File: config.mk
export PLATFORM = sky130hd
export DESIGN_NAME = atc_top
export DESIGN_NICKNAME = d
export VERILOG_FILES = /design/src/core/atc_pkg.sv /design/src/core/atc_top.sv
export VERILOG_INCLUDE_DIRS = /design/src /design/src/core
export SDC_FILE = /design/constraint.sdc
export NUM_CORES = 1
export LEC_CHECK = 0
export BUFFER_PORTS_ARGS = -buffer_cell sky130_fd_sc_hd__buf_2
export CAP_MARGIN = 30
export CORE_ASPECT_RATIO = 0.7
export CORE_MARGIN = 10
export CORE_UTILIZATION = 55
export DETAILED_ROUTE_END_ITERATION = 10
export PLACE_DENSITY = 0.74
export SLEW_MARGIN = 30
export SYNTH_ARGS = -nofsm -noshare
export SYNTH_HDL_FRONTEND = slang
export SYNTH_SLANG_ARGS = --single-unit
export TNS_END_PERCENT = 30
File: constraint.sdc
create_clock -name clk -period 5.68 [get_ports clk]
set_input_delay 0.568 -clock clk [delete_from_list [all_inputs] [get_ports clk]]
set_output_delay 0.568 -clock clk [all_outputs]
set_load 0.02 [all_outputs]
File: src/core/atc_params.svh
`ifndef ATC_PARAMS_SVH
`define ATC_PARAMS_SVH

// Register byte offsets on the module's 16-bit register port
`define ATC_OFS_LVL1    6'h28
`define ATC_OFS_LVL2    6'h2a
`define ATC_OFS_LVL3    6'h2c
`define ATC_OFS_LVL4    6'h2e
`define ATC_OFS_PER_HI  6'h30
`define ATC_OFS_PER_LO  6'h32
`define ATC_OFS_PRE_HI  6'h34
`define ATC_OFS_PRE_LO  6'h36
`define ATC_OFS_CNT_HI  6'h38
`define ATC_OFS_CNT_LO  6'h3a
`define ATC_OFS_TRIG    6'h3c

// Reset values
`define ATC_RST_WORD    16'h0000
`define ATC_RST_BYTE    8'h00
`define ATC_RST_HI6     6'h00

// Field widths of the split registers
`define ATC_PER_HI_W    8
`define ATC_CNT_HI_W    6
`define ATC_LO_W        16

// Clock and internal timebase rates in Hz
`define ATC_CLK_HZ      20000000
`define ATC_TB_HZ       10000000
`define ATC_TB_DIV      (`ATC_CLK_HZ / `ATC_TB_HZ)

`endif

File: src/core/atc_pkg.sv
package atc_pkg;

    typedef enum logic [2:0] {
        atc_idle,
        atc_pre,
        atc_wait,
        atc_post,
        atc_done
    } atc_state_t;

    // Trigger source/control word, bit 15 first
    typedef struct packed {
        logic [3:0] level_compare_enables;
        logic [1:0] pairing_line_select;
        logic       external_pin_trigger_enable;
        logic       edge_select;
        logic       soft_trigger;
        logic       leader;
        logic       follower;
        logic       line_enable;
        logic       line_drive;
        logic [2:0] line_select;
    } atc_trig_ctl_t;

    // Per-channel level word
    typedef struct packed {
        logic [7:0] level_value;
        logic [6:0] zero;
        logic       compare_sense;
    } atc_level_t;

    typedef struct packed {
        logic sample_strobe;
        logic acquiring;
        logic triggered;
        logic done;
    } atc_status_t;

endpackage

File: src/core/atc_top.sv
`timescale 1ns/10ps
`include "atc_params.svh"
module atc_top
    import atc_pkg::*;
#(
    parameter int CHANNELS = 4,
    parameter int LEVEL_W  = 8,
    parameter int COUNT_W  = 22,
    parameter int PERIOD_W = 24
) (
    input  wire logic                    clk,
    input  wire logic                    rst_n,
    input  wire logic [5:0]              reg_addr,
    input  wire logic                    reg_wr,
    input  wire logic                    reg_rd,
    input  wire logic [15:0]             reg_wdata,
    output logic      [15:0]             reg_rdata,
    input  wire logic                    acq_start,
    input  wire logic                    acq_abort,
    input  wire logic                    mem_full,
    input  wire logic                    ext_tb_sel,
    input  wire logic                    ext_tb_tick,
    input  wire logic                    ext_trig_pin,
    input  wire logic [7:0]              bp_trig_in,
    output logic      [7:0]              bp_trig_out,
    output logic      [7:0]              bp_trig_oe,
    input  wire logic                    rd_valid,
    input  wire logic [CHANNELS-1:0][LEVEL_W-1:0] rd_data,
    output logic      [CHANNELS-1:0]     level_trigger_per_channel,
    output atc_status_t                  status
);
    localparam int TB_DIV = `ATC_TB_DIV;
    localparam int DIV_W  = (TB_DIV > 1) ? $clog2(TB_DIV) : 1;
    ////////////////////////////////////////////////////////////////////////////
    // Register file
    atc_level_t    level_reg [CHANNELS];
    atc_level_t    level_next [CHANNELS];
    logic [7:0]    per_hi_reg,  per_hi_next;
    logic [15:0]   per_lo_reg,  per_lo_next;
    logic [5:0]    pre_hi_reg,  pre_hi_next;
    logic [15:0]   pre_lo_reg,  pre_lo_next;
    logic [5:0]    cnt_hi_reg,  cnt_hi_next;
    logic [15:0]   cnt_lo_reg,  cnt_lo_next;
    atc_trig_ctl_t trig_reg,    trig_next;
    logic [15:0]   rdata_reg,   rdata_next;
    always_comb begin
        for (int i = 0; i < CHANNELS; i++) begin
            level_next[i] = level_reg[i];
        end
        per_hi_next = per_hi_reg;
        per_lo_next = per_lo_reg;
        pre_hi_next = pre_hi_reg;
        pre_lo_next = pre_lo_reg;
        cnt_hi_next = cnt_hi_reg;
        cnt_lo_next = cnt_lo_reg;
        trig_next   = trig_reg;
        if (reg_wr) begin
            unique case (reg_addr)
                `ATC_OFS_LVL1,
                `ATC_OFS_LVL2,
                `ATC_OFS_LVL3,
                `ATC_OFS_LVL4: begin
                    for (int i = 0; i < CHANNELS; i++) begin
                        if (reg_addr == `ATC_OFS_LVL1 + 6'(2 * i)) begin
                            level_next[i].level_value   = reg_wdata[15:8];
                            level_next[i].compare_sense = reg_wdata[0];
                        end
                    end
                end
                `ATC_OFS_PER_HI: per_hi_next = reg_wdata[`ATC_PER_HI_W-1:0];
                `ATC_OFS_PER_LO: per_lo_next = reg_wdata;
                `ATC_OFS_PRE_HI: pre_hi_next = reg_wdata[`ATC_CNT_HI_W-1:0];
                `ATC_OFS_PRE_LO: pre_lo_next = reg_wdata;
                `ATC_OFS_CNT_HI: cnt_hi_next = reg_wdata[`ATC_CNT_HI_W-1:0];
                `ATC_OFS_CNT_LO: cnt_lo_next = reg_wdata;
                `ATC_OFS_TRIG:   trig_next   = atc_trig_ctl_t'(reg_wdata);
                default: ;
            endcase
        end
    end
    // Read data is registered; unmapped offsets read zero
    always_comb begin
        rdata_next = rdata_reg;
        if (reg_rd) begin
            rdata_next = `ATC_RST_WORD;
            for (int i = 0; i < CHANNELS; i++) begin
                if (reg_addr == `ATC_OFS_LVL1 + 6'(2 * i)) begin
                    rdata_next = {level_reg[i].level_value, 7'h00,
                                  level_reg[i].compare_sense};
                end
            end
            unique case (reg_addr)
                `ATC_OFS_PER_HI: rdata_next = {8'h00, per_hi_reg};
                `ATC_OFS_PER_LO: rdata_next = per_lo_reg;
                `ATC_OFS_PRE_HI: rdata_next = {10'h000, pre_hi_reg};
                `ATC_OFS_PRE_LO: rdata_next = pre_lo_reg;
                `ATC_OFS_CNT_HI: rdata_next = {10'h000, cnt_hi_reg};
                `ATC_OFS_CNT_LO: rdata_next = cnt_lo_reg;
                `ATC_OFS_TRIG:   rdata_next = trig_reg;
                default: ;
            endcase
        end
    end
    always_ff @(posedge clk) begin
        if (!rst_n) begin
            for (int i = 0; i < CHANNELS; i++) begin
                level_reg[i] <= atc_level_t'(`ATC_RST_WORD);
            end
            per_hi_reg <= `ATC_RST_BYTE;
            per_lo_reg <= `ATC_RST_WORD;
            pre_hi_reg <= `ATC_RST_HI6;
            pre_lo_reg <= `ATC_RST_WORD;
            cnt_hi_reg <= `ATC_RST_HI6;
            cnt_lo_reg <= `ATC_RST_WORD;
            trig_reg   <= atc_trig_ctl_t'(`ATC_RST_WORD);
            rdata_reg  <= `ATC_RST_WORD;
        end else begin
            level_reg  <= level_next;
            per_hi_reg <= per_hi_next;
            per_lo_reg <= per_lo_next;
            pre_hi_reg <= pre_hi_next;
            pre_lo_reg <= pre_lo_next;
            cnt_hi_reg <= cnt_hi_next;
            cnt_lo_reg <= cnt_lo_next;
            trig_reg   <= trig_next;
            rdata_reg  <= rdata_next;
        end
    end
    assign reg_rdata = rdata_reg;
    logic [PERIOD_W-1:0] period;
    logic [COUNT_W-1:0]  pre_target;
    logic [COUNT_W-1:0]  total_target;
    assign period       = PERIOD_W'({per_hi_reg, per_lo_reg});
    assign pre_target   = COUNT_W'({pre_hi_reg, pre_lo_reg});
    assign total_target = COUNT_W'({cnt_hi_reg, cnt_lo_reg});

    ////////////////////////////////////////////////////////////////////////////
    // Timebase and sample period
    atc_state_t          state_reg, state_next;
    logic [DIV_W-1:0]    div_reg,   div_next;
    logic [PERIOD_W-1:0] per_cnt_reg, per_cnt_next;
    logic                tb_tick;
    logic                per_hit;
    logic                running;
    assign running = (state_reg == atc_pre) || (state_reg == atc_wait)
                  || (state_reg == atc_post);
    assign tb_tick = ext_tb_sel ? ext_tb_tick : (div_reg == DIV_W'(TB_DIV - 1));
    // A period of zero is treated as one tick so sampling never stalls
    assign per_hit = running && tb_tick && (per_cnt_reg + PERIOD_W'(1) >= period);
    always_comb begin
        div_next     = (div_reg == DIV_W'(TB_DIV - 1)) ? '0 : div_reg + DIV_W'(1);
        per_cnt_next = per_cnt_reg;
        if (!running) begin
            per_cnt_next = '0;
        end else if (tb_tick) begin
            per_cnt_next = per_hit ? '0 : per_cnt_reg + PERIOD_W'(1);
        end
    end
    always_ff @(posedge clk) begin
        if (!rst_n) begin
            div_reg     <= '0;
            per_cnt_reg <= '0;
        end else begin
            div_reg     <= div_next;
            per_cnt_reg <= per_cnt_next;
        end
    end

    ////////////////////////////////////////////////////////////////////////////
    // Trigger sources
    logic [7:0]          bp_prev_reg;
    logic                ext_prev_reg;
    logic [2:0]          pair_line;
    logic                line_fire;
    logic                pair_fire;
    logic                ext_fire;
    logic                level_fire;
    logic                trig_any;
    logic [CHANNELS-1:0] hit;
    function automatic logic edge_seen(input logic cur, input logic prev, input logic rise);
        edge_seen = rise ? (cur & ~prev) : (~cur & prev);
    endfunction
    assign pair_line = {trig_reg.pairing_line_select, 1'b0};
    assign line_fire = trig_reg.line_enable && !trig_reg.line_drive
                    && edge_seen(bp_trig_in[trig_reg.line_select],
                                 bp_prev_reg[trig_reg.line_select], trig_reg.edge_select);
    assign pair_fire = trig_reg.follower
                    && edge_seen(bp_trig_in[pair_line], bp_prev_reg[pair_line],
                                 trig_reg.edge_select);
    assign ext_fire  = trig_reg.external_pin_trigger_enable
                    && edge_seen(ext_trig_pin, ext_prev_reg, trig_reg.edge_select);
    generate
        for (genvar c = 0; c < CHANNELS; c++) begin : g_cmp
            logic signed [LEVEL_W-1:0] rd_s;
            logic signed [LEVEL_W-1:0] lv_s;
            assign rd_s   = rd_data[c];
            assign lv_s   = level_reg[c].level_value;
            // Sense 0 fires above the level, 1 fires below
            assign hit[c] = rd_valid && (level_reg[c].compare_sense ?
                            (rd_s < lv_s) : (rd_s > lv_s));
        end
    endgenerate
    assign level_fire = |(hit & trig_reg.level_compare_enables);
    // Software trigger is a level: it fires as soon as the wait phase starts
    assign trig_any   = line_fire || pair_fire || ext_fire || level_fire
                     || trig_reg.soft_trigger;
    ////////////////////////////////////////////////////////////////////////////
    // Acquisition sequence
    logic [COUNT_W-1:0] pre_cnt_reg,  pre_cnt_next;
    logic [COUNT_W-1:0] post_cnt_reg, post_cnt_next;
    logic               trig_reg_q,   trig_q_next;
    logic               strobe_reg,   strobe_next;
    logic [7:0]         bp_out_reg,   bp_out_next;
    logic [7:0]         bp_oe_reg,    bp_oe_next;
    logic [CHANNELS-1:0] lvl_out_reg;
    logic               post_full;
    logic               finish;
    // Total includes pre-trigger readings; checked before the next strobe
    assign post_full = ({1'b0, post_cnt_reg} + {1'b0, pre_target})
                    >= {1'b0, total_target};
    assign finish = (total_target != '0) ? post_full : mem_full;
    always_comb begin
        state_next    = state_reg;
        pre_cnt_next  = pre_cnt_reg;
        post_cnt_next = post_cnt_reg;
        trig_q_next   = trig_reg_q;
        strobe_next   = 1'b0;
        if (acq_abort) begin
            state_next = atc_idle;
            trig_q_next = 1'b0;
        end else if (acq_start) begin
            state_next    = atc_pre;
            pre_cnt_next  = '0;
            post_cnt_next = '0;
            trig_q_next   = 1'b0;
        end else begin
            unique case (state_reg)
                atc_idle, atc_done: ;
                atc_pre: begin
                    if (pre_cnt_reg >= pre_target) begin
                        state_next = atc_wait;
                    end else if (per_hit) begin
                        strobe_next  = 1'b1;
                        pre_cnt_next = pre_cnt_reg + COUNT_W'(1);
                    end
                end
                atc_wait: begin
                    strobe_next = per_hit;
                    if (trig_any) begin
                        state_next    = atc_post;
                        post_cnt_next = '0;
                        trig_q_next   = 1'b1;
                    end
                end
                atc_post: begin
                    if (finish) begin
                        state_next = atc_done;
                    end else if (per_hit) begin
                        strobe_next   = 1'b1;
                        post_cnt_next = post_cnt_reg + COUNT_W'(1);
                    end
                end
            endcase
        end
    end
    // Drive the chosen line when set to output, and the pairing line as leader
    always_comb begin
        bp_oe_next  = 8'h00;
        bp_out_next = 8'h00;
        for (int i = 0; i < 8; i++) begin
            if ((trig_reg.line_enable && trig_reg.line_drive
                 && trig_reg.line_select == 3'(i))
                || (trig_reg.leader && pair_line == 3'(i))) begin
                bp_oe_next[i]  = 1'b1;
                bp_out_next[i] = trig_q_next;
            end
        end
    end
    always_ff @(posedge clk) begin
        if (!rst_n) begin
            state_reg    <= atc_idle;
            pre_cnt_reg  <= '0;
            post_cnt_reg <= '0;
            trig_reg_q   <= 1'b0;
            strobe_reg   <= 1'b0;
            bp_out_reg   <= 8'h00;
            bp_oe_reg    <= 8'h00;
            bp_prev_reg  <= '1;  // Pulled-up lines idle high, so no false edge
            ext_prev_reg <= 1'b0;
            lvl_out_reg  <= '0;
        end else begin
            state_reg    <= state_next;
            pre_cnt_reg  <= pre_cnt_next;
            post_cnt_reg <= post_cnt_next;
            trig_reg_q   <= trig_q_next;
            strobe_reg   <= strobe_next;
            bp_out_reg   <= bp_out_next;
            bp_oe_reg    <= bp_oe_next;
            bp_prev_reg  <= bp_trig_in;
            ext_prev_reg <= ext_trig_pin;
            lvl_out_reg  <= hit & trig_reg.level_compare_enables;
        end
    end
    assign bp_trig_out               = bp_out_reg;
    assign bp_trig_oe                = bp_oe_reg;
    assign level_trigger_per_channel = lvl_out_reg;
    assign status.sample_strobe      = strobe_reg;
    assign status.acquiring          = (state_reg != atc_idle) && (state_reg != atc_done);
    assign status.triggered          = trig_reg_q;
    assign status.done               = (state_reg == atc_done);
endmodule // atc_top

# After elaboration in Yosys (flattened, before gate mapping)
# Index checks and enable logic that the tools add are counted.
# classes
n_addsub	5
reduce_logical	73
n_eq_ne	35
muxes	53
magnitude_cmp	13
bitwise	15
# ops
cell	n
22-bit 2-to-1 mux	8
16-bit one-hot mux with 7 select lines	1
6-bit equality test (second input constant)	11
16-bit 2-to-1 mux	4
22-bit by 1-bit adder with 22-bit output (second input constant)	2
22-bit one-hot mux with 2 select lines	1
8-bit greater-than comparator	4
8-bit < comparator	4
2-bit AND reduction	16
1-bit 2-to-1 mux	29
24-bit by 1-bit adder with 24-bit output (second input constant)	1
24-bit greater-or-equal comparator	1
1-bit logical AND	24
24-bit 2-to-1 mux	1
22-bit by 22-bit adder with 23-bit output	1
23-bit by 22-bit greater-or-equal comparator with 1-bit output	1
22-bit greater-or-equal comparator	1
22-bit nonzero test	1
3-bit equality test (second input constant)	5
3-bit inequality test (second input constant)	5
3-bit by 2-bit equality test with 1-bit output (second input constant)	4
3-bit AND reduction	4
4-bit AND reduction	3
1-bit logical OR	10
25 further kinds	52
# totals
in_bits	73
register_bits	239
out_inout_bits	40
wordCells	239

# Longest topological paths before layout
# depth
word_depth	14
ltp_mapped	23
ltp_nobuf	21

# Worst setup path before layout
# No wires, ideal clock.
# synth_path
path_kind	reg2reg
start	reg pre_lo_reg[0]
end	reg post_cnt_reg[14]
arrival_ns	5.007
stages_incl_launch_ff	23
slack_ns	0.610
setup_time_ns	0.063
path_cell_list	dfxtp_1 ha_1 inv_1 fa_1 nor2b_1 o31ai_1 a22oi_1 a211o_1 nand2_1 a211oi_1 or3_1 a21oi_1 xnor2_1 ha_1 a21o_1 a2111oi_0 nand3_1 or4_1 o21a_1 or3_1 buf_2 or4_1 nand3_1
# synth_between
elab_chain_len	5
# synth_rtl
item	line_no	text
start: declaration	atc_top.sv:41	logic [15:0] pre_lo_reg, pre_lo_next;
start signal: assignment	atc_top.sv:112	pre_lo_reg <= `ATC_RST_WORD;
start signal: assignment	atc_top.sv:122	pre_lo_reg <= pre_lo_next;
22-bit by 22-bit adder with 23-bit output	atc_top.sv:219	assign post_full = ({1'b0, post_cnt_reg} + {1'b0, pre_target})
23-bit by 22-bit greater-or-equal comparator with 1-bit output	atc_top.sv:220	>= {1'b0, total_target};
1-bit 2-to-1 mux	atc_top.sv:221	assign finish = (total_target != '0) ? post_full : mem_full;
3-bit inequality test (no source line)	--	
5-bit AND reduction (no source line)	--	
end signal: assignment	atc_top.sv:294	post_cnt_reg <= post_cnt_next;
end: declaration	atc_top.sv:210	logic [COUNT_W-1:0] post_cnt_reg, post_cnt_next;
# Every way passes these cells.
# A chain may end at the register's enable or synchronous reset.

# Worst setup path in the final report
# layout_path
start	reg pre_lo_reg[0]
end	reg post_cnt_reg[8]
# The elaborated chain is that of the path after synthesis.

==> results.py <==
metrics = {
    "global_routing": {
        "grtUsageMet3_pct": 10.9,
        "grt_overflow_total": 0,
        "grtUsageTotal_pct": 27.0,
        "grt_pass1_vias": 12600,
        "grt_pass1_wl_mm": 71.1,
        "grt_most_used_layer": "met2",
        "antenna_found_initial": 1,
        "grt_use_met2_pct": 38.7,
        "grt_max_degree": 89,
        "met1_usage_pct": 37.3,
    },
    "logic_synthesis": {
        "synth_flop_cell": "dfxtp_1",
        "synthCells": 1816,
        "synth-edff-count": 0,
        "synth_seq_cells": 239,
        "seq_area_frac_synth_pct": 33.5,
        "syn-num-nets": 2015,
        "synth_cell_type_count": 74,
        "synth_warnings": 0,
        "async_flop_share_pct": 0,
        "netlist_area_um2": 14300,
        "avgSynthCellArea_um2": 7.86,
    },
    "cells_and_area": {
        "largest_reg_flops": 32,
        "nets": 2083,
        "synthToLayoutAreaGrowth_pct": 12.4,
        "stdcell_area_um2": 16000,
        "layout_commonest_cell": "nand2_1",
        "final_cell_mix": "nand2_1, dfxtp_1, a21oi_1",
        "final_layout_size_suffix_gt1_share_pct": 11.5,
        "diodes": 0,
        "fillers": 2257,
        "fin_util_pct": 62.6,
    },
    "clocking": {
        "cts_sinks": 239,
        "cts-root-buf": "clkbuf_16",
        "cts_htree_levels": 1,
        "cts_hold_buffers": 0,
        "clock_path_buffers": 3,
        "numCtsBuffers": 26,
        "clk-insertion-delay-late_ns": 0.55,
        "path_clk_slew_ns": 0.06,
        "tritoncts": "built",
    },
    "setup_path": {
        "start_kind": "flip-flop",
        "critPathMaxFanout": 18,
        "cp-end-kind": "flip-flop",
        "cp.arrival_ns": 6.03,
        "critPathRequiredTime_ns": 6.16,
        "crit_type": "reg2reg",
    },
    "power_and_ir_drop": {
        "power_density_nw_per_um2": 235,
        "p_total_mw": 3.77,
        "leakage_nw": 6.27,
        "ir_drop_mv": 0.194,
    },
    "timing": {
        "finalCritPeriodShare_pct": 97.7,
        "hold_viol": 0,
        "slew_headroom_pct": 35.6,
        "finalWorstSetupSlack_ns": 0.132,
        "fin_skew_ns": 0.00726,
        "period_minus_slack_ns": 5.55,
        "worst_slew_pin_slew_ns": 0.965,
        "max_freq_mhz": 180,
        "slew_violations": 0,
        "finalSetupViolCount": 0,
    },
    "drt": {
        "drt-vias-per-instance": 6.18,
        "num_vias": 13800,
        "wl_per_cell_um": 20.6,
        "detail-route-antenna-nets": 0,
        "drc": 1,
        "dr.first_iter.drc_count": 1488,
        "dr.pass1.iters": 11,
        "routed_wirelength_mm": 46.0,
    },
    "status": {
        "violations": "design-rule violations",
        "status": "finished with violations",
    },
    "placed_design": {
        "post-place-ws_ns": 0.162,
        "gp_congestion": 1.01,
        "place_area_um2": 15100,
        "place_hpwl_mm": 34.4,
        "port_buffers": 112,
    },
    "run": {
        "drv_cap": 0,
    },
    "floorplan": {
        "core_region_area_um2": 25600,
        "chipWidth_um": 213,
        "rows": 49,
        "die_h_um": 155,
        "start_util_pct": 55.7,
        "die_area_um2": 32900,
        "io_pins": 113,
    },
    "worst_hold_path": {
        "worstHoldPathType": "in2reg",
    },
}
-- routing by layer --
layer	routed length, µm	share of wire, %
met1	20000	43
met2	19000	41
met3	6220	14
met4	768	1.7
met5	13	0.028
-- synthesized netlist by cell type, types with 29 or more instances --
library cell | number | area [µm²]
inv_1 | 123 | 462
clkbuf_1 | 83 | 312
mux2i_1 | 33 | 330
nand2_1 | 276 | 1040
nand4_1 | 30 | 188
nor2_1 | 101 | 379
o21ai_0 | 59 | 295
a21oi_1 | 175 | 876
a22oi_1 | 29 | 218
dfxtp_1 | 239 | 4780
ha_1 | 125 | 1560
a31oi_1 | 29 | 181
nand3_1 | 127 | 636
-- per-stage QoR --
step | TNS [ns] | std cells | hold WS (ns)
after global routing | -0.0873 | 2231 | 0.226
after CTS | 0 | 2230 | 0.213
after detailed placement | 0 | 2186 | 0.449
final | 0 | 2231 | 0.224
after global placement | 0 | 2186 | 0.425
after floorplan | 0 | 1816 | 0.410
-- cell families (layout without fill, tap and decap cells) --
family,count (synthesis),count (layout),synth area share (%)
simple gates,702,702,23.4
compound gates,443,443,19.7
flops,239,239,33.5
buf+inv,224,308,6.08
fa+ha+maj,126,126,11.1
mux,44,44,3.81
xor+xnor,38,38,2.33
-- critical path, stage by stage, from the launching register on --
cell,delay [ns]
dfxtp_1,0.34
ha_1,0.25
inv_1,0.08
fa_2,0.22
nor2b_2,0.06
o31ai_2,0.30
a22oi_2,0.11
a211o_1,0.36
nand2_1,0.13
a211oi_2,0.08
or3_1,0.35
a21oi_1,0.18
xnor2_1,0.14
ha_1,0.26
a21o_1,0.19
a2111oi_1,0.36
nand3_1,0.13
or4_4,0.51
o21a_1,0.24
or3_4,0.41
buf_12,0.16
or4_1,0.51
nand3_1,0.10
-- power by group --
group	internal (mW)	leakage, nW	switching, mW
clock network	1.11	0.440	0.711
registers	1.69	1.93	0.0129
logic	0.0775	3.89	0.172
total	2.87	6.27	0.896
-- repair_timing --
action	4_1_cts	5_1_grt
resized for setup	0	16
setup endpoints to repair	0	12
buffers inserted	0	1
-- cell type report --
type / instances / area (µm²) / area share, %
clock buffer: 38 / 767 / 4.78
clock inverter: 6 / 130 / 0.812
inverter: 124 / 468 / 2.92
multi-input combinational: 1353 / 8680 / 54.1
sequential: 239 / 4790 / 29.9
tap: 331 / 414 / 2.58
timing repair buffer: 140 / 783 / 4.88
-- path summary, 6_finish.rpt --
path	from	end	depth (start not counted)	slack [ns]
setup / recovery	pre_lo_reg[0]$_SDFFE_PN0P_	post_cnt_reg[8]$_SDFFE_PN0P_	22	0.13
hold / removal	bp_trig_in[5]	bp_prev_reg[5]$_SDFF_PN1_	2	0.22
setup reg to reg	pre_lo_reg[0]$_SDFFE_PN0P_	post_cnt_reg[8]$_SDFFE_PN0P_	22	0.13
hold reg to reg	div_reg$_SDFF_PP0_	div_reg$_SDFF_PP0_	1	0.45
Note: power is estimated with default switching activity, not from simulation.
